$ cat config.mk
export PLATFORM = sky130hd
export DESIGN_NAME = bgd_gate_ctrl
export DESIGN_NICKNAME = d
export VERILOG_FILES = /design/src/rtl/bgd_pkg.sv /design/src/rtl/bgd_gate_ctrl.sv
export SDC_FILE = /design/constraint.sdc
export NUM_CORES = 1
export LEC_CHECK = 0
export BUFFER_PORTS_ARGS = -buffer_cell sky130_fd_sc_hd__buf_2
export CELL_PAD_IN_SITES_DETAIL_PLACEMENT = 1
export CELL_PAD_IN_SITES_GLOBAL_PLACEMENT = 1
export CORE_AREA = 10 10 194 196
export CTS_CLUSTER_DIAMETER = 60
export DETAILED_ROUTE_END_ITERATION = 10
export DIE_AREA = 0 0 204 206
export PLACE_DENSITY_LB_ADDON = 0.1
export SYNTH_ARGS = -nofsm -noshare
export SYNTH_HDL_FRONTEND = slang
export SYNTH_SLANG_ARGS = --single-unit
$ cat constraint.sdc
create_clock -name mclk -period 13.42 [get_ports mclk]
set_input_delay 0.671 -clock mclk [delete_from_list [all_inputs] [get_ports mclk]]
set_output_delay 0.671 -clock mclk [all_outputs]
set_load 0.02 [all_outputs]
$ cat src/rtl/bgd_pkg.sv
// Purpose: Shared constants for the gate drive control block.
// Assumes: 100 MHz mclk; 32-bit register port with byte offsets.
// Notes:   Times are kept in their own unit and converted to cycles here.
package bgd_pkg;

  // ==========================================================
  // Register port
  localparam int         DATA_W     = 32;
  localparam int         ADDR_W     = 4;
  localparam logic [3:0] OFS_DEAD   = 4'h0;
  localparam logic [3:0] OFS_OFFT   = 4'h4;
  localparam logic [3:0] OFS_BLANK  = 4'h8;
  localparam logic [3:0] OFS_STATUS = 4'hC;

  // ==========================================================
  // Reset values of the timing registers, in cycles
  localparam logic [7:0]  DEAD_RST  = 8'h15;
  localparam logic [15:0] OFFT_RST  = 16'h03E8;
  localparam logic [15:0] BLANK_RST = 16'h0064;

  // ==========================================================
  // Timing
  localparam int CLK_MHZ          = 100;
  localparam int BOOT_TIMEOUT_US  = 60;
  localparam int BOOT_TIMEOUT_CYC = BOOT_TIMEOUT_US * CLK_MHZ;
  localparam int MIN_OFF_NS       = 500;
  localparam int MIN_OFF_CYC      = (MIN_OFF_NS * CLK_MHZ + 999) / 1000;
  localparam int TMR_W            = 16;
  localparam int GS_TOLERATED     = 3;

  // ==========================================================
  // Hall codes and drive patterns
  localparam logic [2:0] HALL_ALL_LO = 3'h0;
  localparam logic [2:0] HALL_ALL_HI = 3'h7;
  typedef enum logic [1:0] {
    DRV_Z  = 2'h0,
    DRV_LO = 2'h1,
    DRV_HI = 2'h3
  } bgd_drive_type;

  // Chop states, Gray coded along on, off, blank.
  typedef enum logic [1:0] {
    CH_ON    = 2'h0,
    CH_OFF   = 2'h1,
    CH_BLANK = 2'h3
  } bgd_chop_type;

  // ==========================================================
  // Bit positions in the synchronised input vector
  localparam int SY_HALL = 0;
  localparam int SY_DIR  = 3;
  localparam int SY_BRK  = 4;
  localparam int SY_DEC  = 5;
  localparam int SY_CHOP = 6;
  localparam int SY_DIS  = 7;
  localparam int SY_PLB  = 8;
  localparam int SY_TRIP = 9;
  localparam int SY_GS   = 10;
  localparam int SY_BOK  = 13;
  localparam int SY_SUP  = 16;
  localparam int SYNC_W  = 17;

endpackage

$ cat src/rtl/bgd_gate_ctrl.sv
// Purpose: Control logic of a three-phase brushless gate controller.
// Assumes: Logic inputs and analog monitor results arrive as levels.
// Notes:   Disable acts as a synchronous clear of the fault logic.
`timescale 1ns/10ps
module bgd_gate_ctrl #(
  parameter int BootTimeoutCyc = bgd_pkg::BOOT_TIMEOUT_CYC
) (
  // Clock and reset
  input  wire logic                       mclk,
  input  wire logic                       rst,
  // Logic inputs from the host
  input  wire logic [2:0]                 hallInputs,
  input  wire logic                       dirIn,
  input  wire logic                       brakeIn,
  input  wire logic                       decaySel,
  input  wire logic                       speedChop,
  input  wire logic                       disableIn,
  input  wire logic                       powerLossBrakeSelect,
  // Analog monitor results
  input  wire logic                       senseTrip,
  input  wire logic [2:0]                 gateSrcLow,
  input  wire logic [2:0]                 bootCharged,
  input  wire logic                       gateSupplyOk,
  // Gate drive and fault outputs
  output logic [2:0]                      sourceGateOutputs,
  output logic [2:0]                      sinkGateOutputs,
  output logic                            faultOut,
  // Register port
  input  wire logic [bgd_pkg::ADDR_W-1:0] regAddr,
  input  wire logic [bgd_pkg::DATA_W-1:0] regWrData,
  input  wire logic                       regWrEn,
  input  wire logic                       regRdEn,
  output logic [bgd_pkg::DATA_W-1:0]      regRdData
);
  import bgd_pkg::*;

  localparam logic [TMR_W-1:0] BOOT_LAST = TMR_W'(BootTimeoutCyc - 1);
  localparam logic [TMR_W-1:0] MIN_OFF   = TMR_W'(MIN_OFF_CYC);

  // ==========================================================
  // Input synchroniser
  logic [SYNC_W-1:0] syncA_r;
  logic [SYNC_W-1:0] syncB_r;

  always_ff @(posedge mclk or posedge rst) begin
    if (rst) begin
      syncA_r <= '0;
      syncB_r <= '0;
    end else begin
      syncA_r <= {gateSupplyOk, bootCharged, gateSrcLow, senseTrip,
                  powerLossBrakeSelect, disableIn, speedChop, decaySel,
                  brakeIn, dirIn, hallInputs};
      syncB_r <= syncA_r;
    end
  end

  logic [2:0] hall;
  logic [2:0] gsLow;
  logic [2:0] bootOk;
  logic       dis;
  logic       chop;
  logic       uv;
  assign hall   = syncB_r[SY_HALL +: 3];
  assign gsLow  = syncB_r[SY_GS +: 3];
  assign bootOk = syncB_r[SY_BOK +: 3];
  assign dis    = syncB_r[SY_DIS];
  assign chop   = syncB_r[SY_CHOP];
  assign uv     = !syncB_r[SY_SUP];

  // ==========================================================
  // Commutation decode
  function automatic logic [5:0] decodeHall(input logic [2:0] h, input logic fwd);
    logic [5:0] p;
    logic [5:0] q;
    p = {DRV_Z, DRV_Z, DRV_Z};
    case (h)
      3'h5:    p = {DRV_LO, DRV_Z, DRV_HI};
      3'h4:    p = {DRV_LO, DRV_HI, DRV_Z};
      3'h6:    p = {DRV_Z, DRV_HI, DRV_LO};
      3'h2:    p = {DRV_HI, DRV_Z, DRV_LO};
      3'h3:    p = {DRV_HI, DRV_LO, DRV_Z};
      3'h1:    p = {DRV_Z, DRV_LO, DRV_HI};
      default: p = {DRV_Z, DRV_Z, DRV_Z};
    endcase
    q = p;
    // Reverse rotation swaps source and sink of each driven phase.
    for (int i = 0; i < 3; i++) begin
      if (!fwd && p[2*i +: 2] == DRV_HI) begin
        q[2*i +: 2] = DRV_LO;
      end else if (!fwd && p[2*i +: 2] == DRV_LO) begin
        q[2*i +: 2] = DRV_HI;
      end
    end
    return q;
  endfunction

  logic [5:0] pat;
  logic [5:0] patPrev_r;
  logic [2:0] hallPrev_r;
  logic       hallBad;
  logic       commStart;

  assign pat       = decodeHall(hall, syncB_r[SY_DIR]);
  assign hallBad   = (hall == HALL_ALL_LO) || (hall == HALL_ALL_HI);
  assign commStart = !hallBad && (hall != hallPrev_r);

  // Previous hall code and pattern for step and Z-to-source detection.
  always_ff @(posedge mclk or posedge rst) begin
    if (rst) begin
      hallPrev_r <= HALL_ALL_LO;
      patPrev_r  <= {DRV_Z, DRV_Z, DRV_Z};
    end else begin
      hallPrev_r <= hall;
      patPrev_r  <= pat;
    end
  end

  // ==========================================================
  // Registers
  logic [7:0]  deadTime_r;
  logic [15:0] offTime_r;
  logic [15:0] blankTime_r;

  // Software-written timing registers.
  always_ff @(posedge mclk or posedge rst) begin
    if (rst) begin
      deadTime_r  <= DEAD_RST;
      offTime_r   <= OFFT_RST;
      blankTime_r <= BLANK_RST;
    end else if (regWrEn) begin
      case (regAddr)
        OFS_DEAD:  deadTime_r  <= regWrData[7:0];
        OFS_OFFT:  offTime_r   <= regWrData[15:0];
        OFS_BLANK: blankTime_r <= regWrData[15:0];
        default:   ;
      endcase
    end
  end

  // ==========================================================
  // Chop state machine
  bgd_chop_type     chopSt_r;
  logic [TMR_W-1:0] chopCnt_r;
  logic [TMR_W-1:0] offLoad;
  logic             decayNow;
  logic [2:0]       srcOut_r;
  logic [2:0]       snkOut_r;

  assign offLoad  = (offTime_r > MIN_OFF) ? offTime_r : MIN_OFF;
  assign decayNow = (chopSt_r == CH_OFF);

  // Fixed off-time chopping with blanking of the sense comparator.
  always_ff @(posedge mclk or posedge rst) begin
    if (rst) begin
      chopSt_r  <= CH_OFF;
      chopCnt_r <= MIN_OFF;
    end else if (dis) begin
      chopSt_r  <= CH_OFF;
      chopCnt_r <= MIN_OFF;
    end else begin
      case (chopSt_r)
        CH_ON: begin
          if (!chop) begin
            chopSt_r  <= CH_OFF;
            chopCnt_r <= MIN_OFF;
          end else if (syncB_r[SY_TRIP]) begin
            chopSt_r  <= CH_OFF;
            chopCnt_r <= offLoad;
          end
        end
        CH_OFF: begin
          if (chopCnt_r != '0) begin
            chopCnt_r <= chopCnt_r - 1'b1;
          end else if (chop) begin
            chopSt_r  <= CH_BLANK;
            chopCnt_r <= blankTime_r;
          end
        end
        CH_BLANK: begin
          // trip ignored here
          // Blank time runs only once a source is back on, so dead time cannot use it up.
          if (!chop) begin
            chopSt_r  <= CH_OFF;
            chopCnt_r <= MIN_OFF;
          end else if (chopCnt_r == '0) begin
            chopSt_r <= CH_ON;
          end else if (|srcOut_r) begin
            chopCnt_r <= chopCnt_r - 1'b1;
          end
        end
        default: begin
          chopSt_r  <= CH_OFF;
          chopCnt_r <= MIN_OFF;
        end
      endcase
    end
  end

  // ==========================================================
  // Fault logic
  logic       hallFault_r;
  logic       gsFault_r;
  logic       bootFault_r;
  logic       supplySeen_r;
  logic [1:0] gsCnt_r;
  logic [2:0] chargeReq_r;
  logic [2:0] gsEvent;
  logic [2:0] bootExp;
  logic       faultCoast;

  assign faultCoast = hallFault_r || gsFault_r || bootFault_r;

  always_ff @(posedge mclk or posedge rst) begin
    if (rst) begin
      supplySeen_r <= 1'b0;
    end else if (!uv) begin
      supplySeen_r <= 1'b1;
    end
  end

  // Latched faults; set wins over the commutation clear.
  always_ff @(posedge mclk or posedge rst) begin
    if (rst) begin
      hallFault_r <= 1'b0;
      gsFault_r   <= 1'b0;
      bootFault_r <= 1'b0;
      gsCnt_r     <= '0;
    end else if (dis) begin
      hallFault_r <= 1'b0;
      gsFault_r   <= 1'b0;
      bootFault_r <= 1'b0;
      gsCnt_r     <= '0;
    end else begin
      if (hallBad) begin
        hallFault_r <= 1'b1;
      end else if (commStart) begin
        hallFault_r <= 1'b0;
      end
      if (|gsEvent) begin
        if (gsCnt_r == 2'(GS_TOLERATED)) begin
          gsFault_r <= 1'b1;
        end else begin
          gsCnt_r <= gsCnt_r + 1'b1;
        end
      end else if (commStart) begin
        gsCnt_r   <= '0;
        gsFault_r <= 1'b0;
      end
      if (|bootExp) begin
        bootFault_r <= 1'b1;
      end else if (commStart) begin
        bootFault_r <= 1'b0;
      end
    end
  end

  // ==========================================================
  // Per-phase demand, recharge, bootstrap timer and dead time
  for (genvar g = 0; g < 3; g++) begin : gPhase
    bgd_drive_type    drv;
    logic             srcReq;
    logic             snkReq;
    logic             srcOff;
    logic             snkOff;
    logic [7:0]       dtCnt_r;
    logic [TMR_W-1:0] bootTmr_r;

    assign drv        = bgd_drive_type'(pat[2*g +: 2]);
    assign gsEvent[g] = srcOut_r[g] && gsLow[g] && !chargeReq_r[g];
    assign bootExp[g] = snkOut_r[g] && !bootOk[g] && (bootTmr_r == BOOT_LAST);
    assign srcOff     = srcOut_r[g] && !srcReq;
    assign snkOff     = snkOut_r[g] && !snkReq;

    // Gate demand in priority order.
    always_comb begin
      srcReq = 1'b0;
      snkReq = 1'b0;
      if (dis || !supplySeen_r) begin
        srcReq = 1'b0;
      end else if (uv) begin
        snkReq = syncB_r[SY_PLB];
      end else if (faultCoast || hallBad) begin
        srcReq = 1'b0;
      end else if (syncB_r[SY_BRK]) begin
        snkReq = 1'b1;
      end else if (drv == DRV_HI) begin
        if (chargeReq_r[g] || decayNow) begin
          snkReq = 1'b1;
        end else begin
          srcReq = 1'b1;
        end
      end else if (drv == DRV_LO) begin
        // slow keeps sink / fast drops it
        snkReq = syncB_r[SY_DEC] || !decayNow;
      end
    end

    // recharge after droop / first charge
    always_ff @(posedge mclk or posedge rst) begin
      if (rst) begin
        chargeReq_r[g] <= 1'b1;
      end else if (dis || !supplySeen_r || gsEvent[g]
                   || (drv == DRV_HI && patPrev_r[2*g +: 2] == DRV_Z)) begin
        chargeReq_r[g] <= 1'b1;
      end else if (snkOut_r[g] && bootOk[g]) begin
        chargeReq_r[g] <= 1'b0;
      end
    end

    always_ff @(posedge mclk or posedge rst) begin
      if (rst) begin
        bootTmr_r <= '0;
      end else if (!snkOut_r[g] || bootOk[g]) begin
        bootTmr_r <= '0;
      end else if (bootTmr_r != BOOT_LAST) begin
        bootTmr_r <= bootTmr_r + 1'b1;
      end
    end

    always_ff @(posedge mclk or posedge rst) begin
      if (rst) begin
        srcOut_r[g] <= 1'b0;
        snkOut_r[g] <= 1'b0;
        dtCnt_r     <= '0;
      end else begin
        if (srcOff || snkOff) begin
          dtCnt_r <= deadTime_r;
        end else if (dtCnt_r != '0) begin
          dtCnt_r <= dtCnt_r - 1'b1;
        end
        if (srcOff) begin
          srcOut_r[g] <= 1'b0;
        end else if (srcReq && !snkOut_r[g] && dtCnt_r == '0) begin
          srcOut_r[g] <= 1'b1;
        end
        if (snkOff) begin
          snkOut_r[g] <= 1'b0;
        end else if (snkReq && !srcOut_r[g] && dtCnt_r == '0) begin
          snkOut_r[g] <= 1'b1;
        end
      end
    end
  end

  assign sourceGateOutputs = srcOut_r;
  assign sinkGateOutputs   = snkOut_r;

  // ==========================================================
  // Fault output and register read
  logic [11:0] statusWord;
  assign statusWord = {chopSt_r, chargeReq_r, gsCnt_r, supplySeen_r,
                       bootFault_r, gsFault_r, hallFault_r, uv};

  always_ff @(posedge mclk or posedge rst) begin
    if (rst) begin
      faultOut <= 1'b0;
    end else begin
      faultOut <= !dis && (faultCoast || hallBad || uv);
    end
  end

  // Read data stands in the cycle after the strobe only.
  always_ff @(posedge mclk or posedge rst) begin
    if (rst) begin
      regRdData <= '0;
    end else if (regRdEn) begin
      case (regAddr)
        OFS_DEAD:   regRdData <= {24'h00_0000, deadTime_r};
        OFS_OFFT:   regRdData <= {16'h0000, offTime_r};
        OFS_BLANK:  regRdData <= {16'h0000, blankTime_r};
        OFS_STATUS: regRdData <= {20'h0_0000, statusWord};
        default:    regRdData <= '0;
      endcase
    end else begin
      regRdData <= '0;
    end
  end

endmodule

==> metrics.yaml, run 1 <==
grt_max_degree: 139
yosys_warning_count: 0
cts.reportedPaths.clkPinSlew_ns: 0.06
postSynthCellCount: 965
die_height_um: 206
synth_compound_area_frac: 0.115
viasPerCell: 4.87
post_synth_mux_area_share: 0.0791
synth_adder_area_share: 0.0138
n_antenna_cell: 0
synthesized_area_fraction_occupied_by_xor_and_xnor_cells: 0.0553
pin_count: 96
die_width_um: 204
end_kind: "flop"
syn_avg_cell_area_um2: 10.3
clock_tree.buffer_depth: 3
grt_pass1_vias: 7900
cp_data_required_time_ns: 13.88
cts_made_buffers: 29
global_routing_usage_summed_across_all_routing_layers: 0.137
vdd_ir_drop_max_mv: 0.0921
yosysUniqueCellTypes: 69
cts.sinks: 205
cpMaxStageDelayCell: "nand4_1"
report.final.slew_viol_count: 0
post_cts.repair.setup_buffers: 0
rsz0062_at_grt: "no"
postCtsResizedCells: 0
overflow: 0
core-area_um2: 33900
clock.fmax_mhz: 302
yosys.area.top_type: "dfrtp_1"
synth.yosys.seq_area_share: 0.517
drt-pass1-iter-count: 6
worst_ep_arrival_time_ns: 3.77
ctsRootBufferMaster: "clkbuf_16"
power_density_nw_per_um2: 152
design.die.area_um2: 42000
cp-start-kind: "flop"
async_flop_share: 1.00
largest_family_of_logic_cells_by_synthesized_area: "simple AND/OR/NAND/NOR gates"
synth_top_flop_cell: "dfrtp_1"
initial_utilization: 0.294
fin_setup_tns_ns: 0
ys_seq_elements: 205
floorplan.rows: 68
max_slew.worst_pin.slew_ns: 1.13
num_vias: 7355
hp-class: "primary input to flop"
design_power_total_mw: 1.77
num-nets-final: 1100
grt_first_pass_wirelength_mm: 46.2
synth_commonest_cells: "186 x dfrtp_1, 99 x nor2_1, 83 x nand2_1"
buffer_ports.inserted: 63
routed_wirelength_mm: 28.6
routed_len_inst_um: 18.9
post_synth_main_area_contributors: "dfrtp_1 47%, mux2_2 7.0%, dfstp_2 5.0%"
fin_worst_skew_ns: 0.0139
detailedRoute.firstIterationViolations: 376
finalHoldViolCount: 0
worstSetupPathType: "flop to flop"
cpPeakStageDelay_ns: 0.73
crit_chain: "nor3_1 -> nand4_1 -> nor4b_2 -> a21o_1 -> o21ai_0 -> o211ai_1"
synthToLayoutAreaGrowth_pct: 16.8
hold_buffers: 0
synth-simple-area-share: 0.182
antenna_left: 0
max_cap_violations: 0
slew-limit-headroom: 0.245
final.min_clock_period_ns: 3.31
yosysMostFrequentCell: "dfrtp_1"
leakagePower_nw: 4.99
status: "completed"
number_of_antenna_violations_at_the_first_check_in_global_routing: 0
critPathMaxFanout: 16
mappedNetlistArea_um2: 9980
min_period_over_period: 0.246
hpwlAfterDp_mm: 19.8
gp_congestion: 0.775
yosys.area.top_type_share: 0.467
ctsHtreeMaxLevel: 1
drcViolationCount: 0
synth_edf_count: 0
tritoncts: "yes"
drive_above_1_share: 0.208
clock_latency_ns: 0.55
finalSetupViolCount: 0
==> critical path, delay by kind of cell (launching register included) <==
family          cells  cell delay (ns)
compound gates      3             0.88
flops               1             0.45
simple gates        3             1.88
==> flip-flops by register name, summed over array words and instances (netlist names), 6 cells and up <==
name and count:
syncB_r 17, blankTime_r 16, regRdData 16, patPrev_r 6, syncA_r 17, deadTime_r 8
gPhase.bootTmr_r 48, offTime_r 16, chopCnt_r 16, gPhase.dtCnt_r 24
==> layout by cell type, fill, tap and decap left out, types with 7 or more instances in the layout <==
master	n
a21o_1	8
a21oi_1	54
a22oi_1	27
and3_1	13
buf_2	63
clkbuf_16	29
conb_1	16
dfrtp_1	186
dfstp_2	19
ha_1	11
inv_1	31
mux2_2	62
mux2i_1	8
nand2_1	83
nand2b_1	9
nand3_1	31
nand4_1	9
nor2_1	99
nor2b_1	13
nor3_1	23
nor3b_1	11
nor4_1	9
o211ai_1	12
o21ai_0	35
or3_1	20
or4_1	7
xnor2_1	27
xor2_1	36
==> final cells by class <==
| type | count | area, µm² |
|---|---|---|
| well taps | 455 | 569 |
| clock inverters | 18 | 138 |
| multi-input cells | 695 | 4500 |
| fillers | 3804 | 22300 |
| inverters | 32 | 128 |
| repair buffers | 69 | 360 |
| flip-flops and latches | 205 | 5150 |
| clock buffers | 36 | 802 |
==> routing by layer <==
metal	up-vias	global-route usage	wire length, µm
li1	3523	-	-
met1	3713	0.190	14000
met2	87	0.220	13200
met3	32	0.0207	938
met4	0	0.0302	429
met5	-	0	0
==> stage by stage <==
step | utilization | std cells | hold WS, ns | setup slack [ns] | cell area (µm²)
final | 0.343 | 1510 | 0.225 | 10.11 | 11700
after floorplan | - | 980 | 0.331 | 7.18 | 10000
after global routing | 0.343 | 1510 | 0.196 | 9.74 | 11700
after global placement | 0.316 | 1456 | 0.333 | 10.18 | 10700
after CTS | 0.343 | 1510 | 0.192 | 10.13 | 11700
after detailed placement | 0.316 | 1456 | 0.336 | 10.13 | 10700
==> kinds of logic (layout without fill, tap and decap cells) <==
family                   count (synthesis)  in the layout
AO/OA/AOI/OAI                          178            178
adder cells (fa/ha/maj)                 11             11
XOR/XNOR                                63             63
buffers and inverters                   80            155
flip-flops                             205            205
AND/OR/NAND/NOR                        356            356
other                                    1             16
multiplexers                            71             71
==> where the power goes <==
group / total, mW / switching, mW / internal, mW
sequential: 0.789 / 0.0871 / 0.701
combinational: 0.245 / 0.116 / 0.129
clock: 0.738 / 0.308 / 0.431
==> final timing paths <==
kind	from	endpoint	slack, ns	cells after the start
worst max-delay path	chopCnt_r[7]	chopCnt_r[6]	10.11	6
worst min-delay path	bootCharged[2]	syncA_r[15]	0.23	1
worst max register to register	chopCnt_r[7]	chopCnt_r[6]	10.11	6
worst min register to register	syncA_r[9]	syncB_r[9]	0.35	0
max in group asynchronous	rst	regRdData[6]	11.55	3
min in group asynchronous	rst	gPhase[2].bootTmr_r[6]	0.36	2
No activity file was read; power rests on OpenSTA's default activity.
==> inputs of run 2 (changes only) <==
==> constraint.sdc (replaced) <==
create_clock -name mclk -period 3.05 [get_ports mclk]
set_input_delay 0.1525 -clock mclk [delete_from_list [all_inputs] [get_ports mclk]]
set_output_delay 0.1525 -clock mclk [all_outputs]
set_load 0.02 [all_outputs]
==> run 2 against run 1 <==
  * Power rose to 4.5 times the previous value
  * Via count up 2.5%
  * Non-clock buffer count up 58
  * Worst setup slack worse by 9.9 ns
  * Register-to-register slack worse by 9.9 ns
  * Largest power group unchanged
==> metrics.yaml, run 2 (same netlist as run 1, synthesis figures left out) <==
status: "completed"
switching_share: 0.280
critPathMaxFanout: 9
worstSetupPathType: "flop to flop"
finalSetupViolCount: 0
vdd_ir_drop_max_mv: 0.390
drt-pass1-iter-count: 4
grt_pass1_vias: 7960
cp-start-kind: "flop"
end_kind: "flop"
viasPerCell: 4.81
final.min_clock_period_ns: 2.87
cts.sinks: 205
cts_made_buffers: 29
max_cap_violations: 0
multi_input_area_um2: 4500
synthToLayoutAreaGrowth_pct: 22.7
hpwlAfterDp_mm: 20.4
postCtsResizedCells: 0
ctsHtreeMaxLevel: 1
number_of_flip_flops_under_the_largest_register_name: 48
num_vias: 7537
post_cts.repair.setup_buffers: 0
pin_count: 96
slew-limit-headroom: 0.325
leakagePower_nw: 5.25
regArea_um2: 5150
finalWorstSetupSlack_ns: 0.183
wl_met2_mm: 13.5
overflow: 0
detailedRoute.firstIterationViolations: 362
tritoncts: "yes"
finalHoldViolCount: 0
worst_ep_arrival_time_ns: 3.32
min_period_over_period: 0.940
wl_met1_mm: 14.0
p_comb_frac: 0.144
global_routing_usage_summed_across_all_routing_layers: 0.139
dr_wl_met3_mm: 1.02
gp_congestion: 0.757
grt_first_pass_wirelength_mm: 46.6
highest_metal_layer_with_signal_wires: "met4"
fin_worst_skew_ns: 0.0320
num-nets-final: 1158
buffer_ports.inserted: 63
rsz0062_at_grt: "no"
clock.fmax_mhz: 349
layout.cells.most_common: "dfrtp_1"
placed_cell_area_um2: 10900
routed_wirelength_mm: 29.0
design_area_um2: 12200
biggestRegsByFlops: "gPhase.bootTmr_r (48), gPhase.dtCnt_r (24)"
initial_utilization: 0.294
power.net_switching_mw: 2.25
die_width_um: 204
cp_data_required_time_ns: 3.51
n_antenna_cell: 0
core-area_um2: 33900
fin_setup_tns_ns: 0
routed_len_inst_um: 18.5
seq_power_share: 0.431
number_of_antenna_violations_at_the_first_check_in_global_routing: 0
report.final.slew_viol_count: 0
max_flop_register: "gPhase.bootTmr_r"
power_density_nw_per_um2: 656
power.clock.fraction: 0.425
cts.reportedPaths.clkPinSlew_ns: 0.06
layout.cells.most_common_list: "186 x dfrtp_1, 99 x nor2_1, 83 x nand2_1"
power.internal_mw: 5.78
max_slew.worst_pin.slew_ns: 1.00
drive_above_1_share: 0.217
grt_max_degree: 78
die_height_um: 206
clock_tree.buffer_depth: 3
clock_latency_ns: 0.58
drcViolationCount: 0
holdWs_ns: 0.185
floorplan.rows: 68
antenna_left: 0
num-fill-cells: 3820
hp-class: "primary input to flop"
design.die.area_um2: 42000
ctsRootBufferMaster: "clkbuf_16"
dpl_worst_slack_ns: 0.175
-- run 2: cell count changes in the layout (fill, tap and decap cells not counted) --
cell,change
buf_12,+2
buf_4,+22
bufinv_16,+2
clkbuf_1,+2
clkbuf_8,+1
clkinv_2,-3
clkinv_4,-3
clkinvlp_4,+7
dlygate4sd3_1,+34
inv_16,+1
inv_6,-4
inv_8,-3
-- run 2: final cells by class --
class,count,area share
clock buffer,39,0.0672
clock inverter,15,0.0134
inverter,32,0.0101
multi-input combinational,695,0.368
sequential,205,0.421
tap,455,0.0465
timing repair buffer,127,0.0740
-- run 2: layer usage --
metal,GRT usage,up-vias
li1,-,3640
met1,0.192,3763
met2,0.224,101
met3,0.0199,33
met4,0.0360,0
met5,0,-
-- run 2: timing repair --
item,CTS,global route
setup endpoints to repair,0,0
hold buffers,34,0
endpoints found under the hold margin,83,0
-- run 2: power groups by stage --
stage	combinational, mW	clock [mW]	sequential [mW]
detailed placement	1.14	0	3.51
floorplan	0.894	0	3.36
CTS	1.18	3.53	3.47
global placement	1.10	0	3.51
finish	1.15	3.41	3.46
global route	1.31	3.65	3.53
-- run 2: critical path, cell delays in order (launching register included) --
cell and delay, ns:
dfrtp_1 0.49, inv_1 0.15, ha_1 0.22, or3b_2 0.50
and2_1 0.18, or4_4 0.45, a21oi_4 0.38, mux2_2 0.39
-- run 2: worst paths after layout --
path	from	to	slack [ns]	cells after the start
worst max register to register	syncB_r[2]	gPhase[2].dtCnt_r[7]	0.18	7
worst min register to register	syncA_r[13]	syncB_r[13]	0.35	0
worst min-delay path	regAddr[1]	regRdData[0]	0.19	5
min in group asynchronous	rst	syncA_r[8]	0.23	3
max in group asynchronous	rst	blankTime_r[6]	1.91	4
worst max-delay path	syncB_r[2]	gPhase[2].dtCnt_r[7]	0.18	7
-- run 2: stage by stage --
stage	power, mW	std cells	util
floorplan	4.26	980	-
global placement	4.61	1480	0.322
detailed placement	4.65	1480	0.322
CTS	8.17	1568	0.361
global route	8.49	1568	0.361
finish	8.03	1568	0.361
==> inputs of run 3 (changes only) <==
--- a/config.mk
+++ b/config.mk
@@ -5,13 +5,14 @@
 export SDC_FILE = /design/constraint.sdc
 export NUM_CORES = 1
 export LEC_CHECK = 0
+export ABC_AREA = 1
 export BUFFER_PORTS_ARGS = -buffer_cell sky130_fd_sc_hd__buf_2
 export CELL_PAD_IN_SITES_DETAIL_PLACEMENT = 1
 export CELL_PAD_IN_SITES_GLOBAL_PLACEMENT = 1
-export CORE_AREA = 10 10 194 196
+export CORE_AREA = 10 10 196 198
 export CTS_CLUSTER_DIAMETER = 60
 export DETAILED_ROUTE_END_ITERATION = 10
-export DIE_AREA = 0 0 204 206
+export DIE_AREA = 0 0 206 208
 export PLACE_DENSITY_LB_ADDON = 0.1
 export SYNTH_ARGS = -nofsm -noshare
 export SYNTH_HDL_FRONTEND = slang
==> run 3 against run 2 <==
  * Combinational power increased by 59%
  * Sequential cell count unchanged
  * Clock power increased by 4%
  * First-iteration DRC count decreased by 9.9%
  * Non-clock buffer count decreased by 18
  * Sequential power about the same
  * Core utilization decreased by 0.068 points
  * Worst setup slack improved by 0.51 ns
  * Critical path depth increased by 8
  * Sequential share of layout area decreased by 0.44 points
  * Global-route usage increased by 0.57 points
  * Highest routed layer unchanged
==> metrics.yaml, run 3 <==
status: "completed"
final-instance-count-excl-fill: 1842
biggestRegsByFlops: "gPhase.bootTmr_r (48), gPhase.dtCnt_r (24)"
min_period_over_period: 0.774
grt_pass1_vias: 9137
end_kind: "flop"
rsz0062_at_grt: "no"
placed_cell_area_um2: 11000
post_cts.repair.setup_buffers: 0
synth_top_flop_cell: "dfrtp_1"
worstSetupPathType: "flop to flop"
finalSetupViolCount: 0
fin_setup_tns_ns: 0
hpwlAfterDp_mm: 23.1
yosys.area.top_type_share: 0.456
dpl_worst_slack_ns: 0.551
postSynthCellCount: 1252
drt-pass1-iter-count: 4
design_power_total_mw: 8.84
yosys.area.top_type: "dfrtp_1"
critical_path.most_common_cell: "nand2_1"
yosysMostFrequentCell: "nand2_1"
cpMaxStageDelayCell: "dfstp_2"
reg2reg_slack_ns: 0.69
mappedNetlistArea_um2: 10200
cp-start-kind: "flop"
overflow: 0
max_cap_violations: 0
critPathBufInv: 2
placedCellCount: 1754
vdd_ir_drop_max_mv: 0.448
cts_made_buffers: 29
core-area_um2: 34400
drcViolationCount: 0
critical-path-top-delay-family: "simple AND/OR/NAND/NOR gates"
buffer_ports.inserted: 63
synth.yosys.seq_area_share: 0.505
critPathMaxFanout: 15
max_slew.worst_pin.slew_ns: 1.00
num-nets-final: 1433
slew-limit-headroom: 0.331
async_flop_share: 1.00
floorplan.rows: 68
seq_power_share: 0.394
gp_congestion: 0.798
detailedRoute.firstIterationViolations: 326
num_vias: 8580
num-fill-cells: 4133
initial_utilization: 0.297
hp-class: "primary input to flop"
power_density_nw_per_um2: 714
cts.reportedPaths.clkPinSlew_ns: 0.06
power.net_switching_mw: 2.76
fin_worst_skew_ns: 0.0163
yosysUniqueCellTypes: 46
worst_ep_arrival_time_ns: 2.80
drive_above_1_share: 0.135
finalHoldViolCount: 0
pin_count: 96
routed_len_inst_um: 16.8
yosys_warning_count: 0
power.clock.fraction: 0.399
die_width_um: 206
n_antenna_cell: 0
tritoncts: "yes"
number_of_antenna_violations_at_the_first_check_in_global_routing: 0
switching_share: 0.313
post_synth_main_area_contributors: "dfrtp_1 46%, nand2_1 11%, inv_1 5.9%"
clock.fmax_mhz: 423
grt_first_pass_wirelength_mm: 50.6
design.die.area_um2: 42800
grt_max_degree: 77
leakagePower_nw: 5.75
synthToLayoutAreaGrowth_pct: 21.4
power.internal_mw: 6.08
max_flop_register: "gPhase.bootTmr_r"
viasPerCell: 4.66
finalWorstSetupSlack_ns: 0.688
synth_commonest_cells: "297 x nand2_1, 186 x dfrtp_1, 161 x inv_1"
cts.sinks: 205
synth_edf_count: 0
clock_latency_ns: 0.55
clock_tree.buffer_depth: 3
layout.cells.most_common_list: "297 x nand2_1, 186 x dfrtp_1, 160 x inv_1"
cp_data_required_time_ns: 3.49
ctsHtreeMaxLevel: 1
design_area_um2: 12400
layout.cells.most_common: "nand2_1"
syn_avg_cell_area_um2: 8.14
die_height_um: 208
number_of_flip_flops_under_the_largest_register_name: 48
cpPeakStageDelay_ns: 0.58
final.min_clock_period_ns: 2.36
ctsRootBufferMaster: "clkbuf_16"
antenna_left: 0
report.final.slew_viol_count: 0
global_routing_usage_summed_across_all_routing_layers: 0.145
routed_wirelength_mm: 31.0
ys_seq_elements: 205
crit_chain: "inv_2 -> nor2_4 -> inv_4 -> nor2_2 -> nor2_1 -> nand2_1 -> nand3_1 -> nand2_1 -> nand2_1 -> nand2_1 -> nand2_1 -> nand2_2 -> nand2_1 -> nand2_1 -> nand2_1"
p_comb_frac: 0.207
-- run 3: metrics by stage --
step	utilization	hold WS, ns
after floorplan	-	0.184
after global placement	0.320	0.168
after detailed placement	0.320	0.164
after CTS	0.360	0.0239
after global routing	0.360	0.0622
final	0.360	0.0392
-- run 3: tightest hold or removal path, cell delays in order --
cell	delay [ns]
buf_2	0.14
nor3_2	0.12
nand2_1	0.07
a21oi_1	0.05
-- run 3: logic make-up (layout without fill, tap and decap cells) --
logic type	after synthesis	after routing	share of synthesized area
and+or+nand+nor	564	564	0.238
AOI/OAI and AO/OA	225	225	0.126
buffers and inverters	211	331	0.0868
DFF	205	205	0.505
xor gates and xnor gates	35	35	0.0301
adders and majority gates	11	11	0.0135
other	1	16	0.000368
-- run 3: path summary, 6_finish.rpt --
| check | to | from | depth (start not counted) |
|---|---|---|---|
| worst max register to register | gPhase[0].dtCnt_r[1] | chopSt_r[0] | 15 |
| worst min-delay path | regRdData[14] | regAddr[3] | 4 |
| worst max-delay path | gPhase[0].dtCnt_r[1] | chopSt_r[0] | 15 |
| min in group asynchronous | syncB_r[14] | rst | 3 |
| max in group asynchronous | chopCnt_r[4] | rst | 4 |
| worst min register to register | syncB_r[13] | syncA_r[13] | 0 |
-- run 3: layout make-up --
class / count / area (µm²) / area share
Clock buffer: 38 / 810 / 0.0654
Clock inverter: 15 / 201 / 0.0163
Inverter: 169 / 641 / 0.0518
Multi-Input combinational cell: 851 / 4210 / 0.341
Sequential cell: 205 / 5150 / 0.416
Tap cell: 455 / 569 / 0.0460
Timing Repair Buffer: 109 / 786 / 0.0635
-- run 3: routing by layer --
layer / GRT usage / vias to the layer above / routed length, µm
met1: 0.195 / 4169 / 14500
met2: 0.241 / 109 / 14800
met3: 0.0211 / 33 / 1080
met4: 0.0278 / 0 / 525
met5: 0 / - / 0
li1: - / 4269 / -
-- run 3: power groups by stage --
stage	registers, mW	clock network [mW]	logic (mW)
2_1_floorplan	3.42	0	1.40
3_3_place_gp	3.52	0	1.80
6_report	3.48	3.53	1.83
5_1_grt	3.53	3.74	2.12
3_5_place_dp	3.52	0	1.84
4_1_cts	3.48	3.63	1.88
-- run 3: timing repair --
item                      in CTS  in global routing
hold buffers                  35                  0
hold endpoints to repair     181                  0
gates resized for setup        0                  0
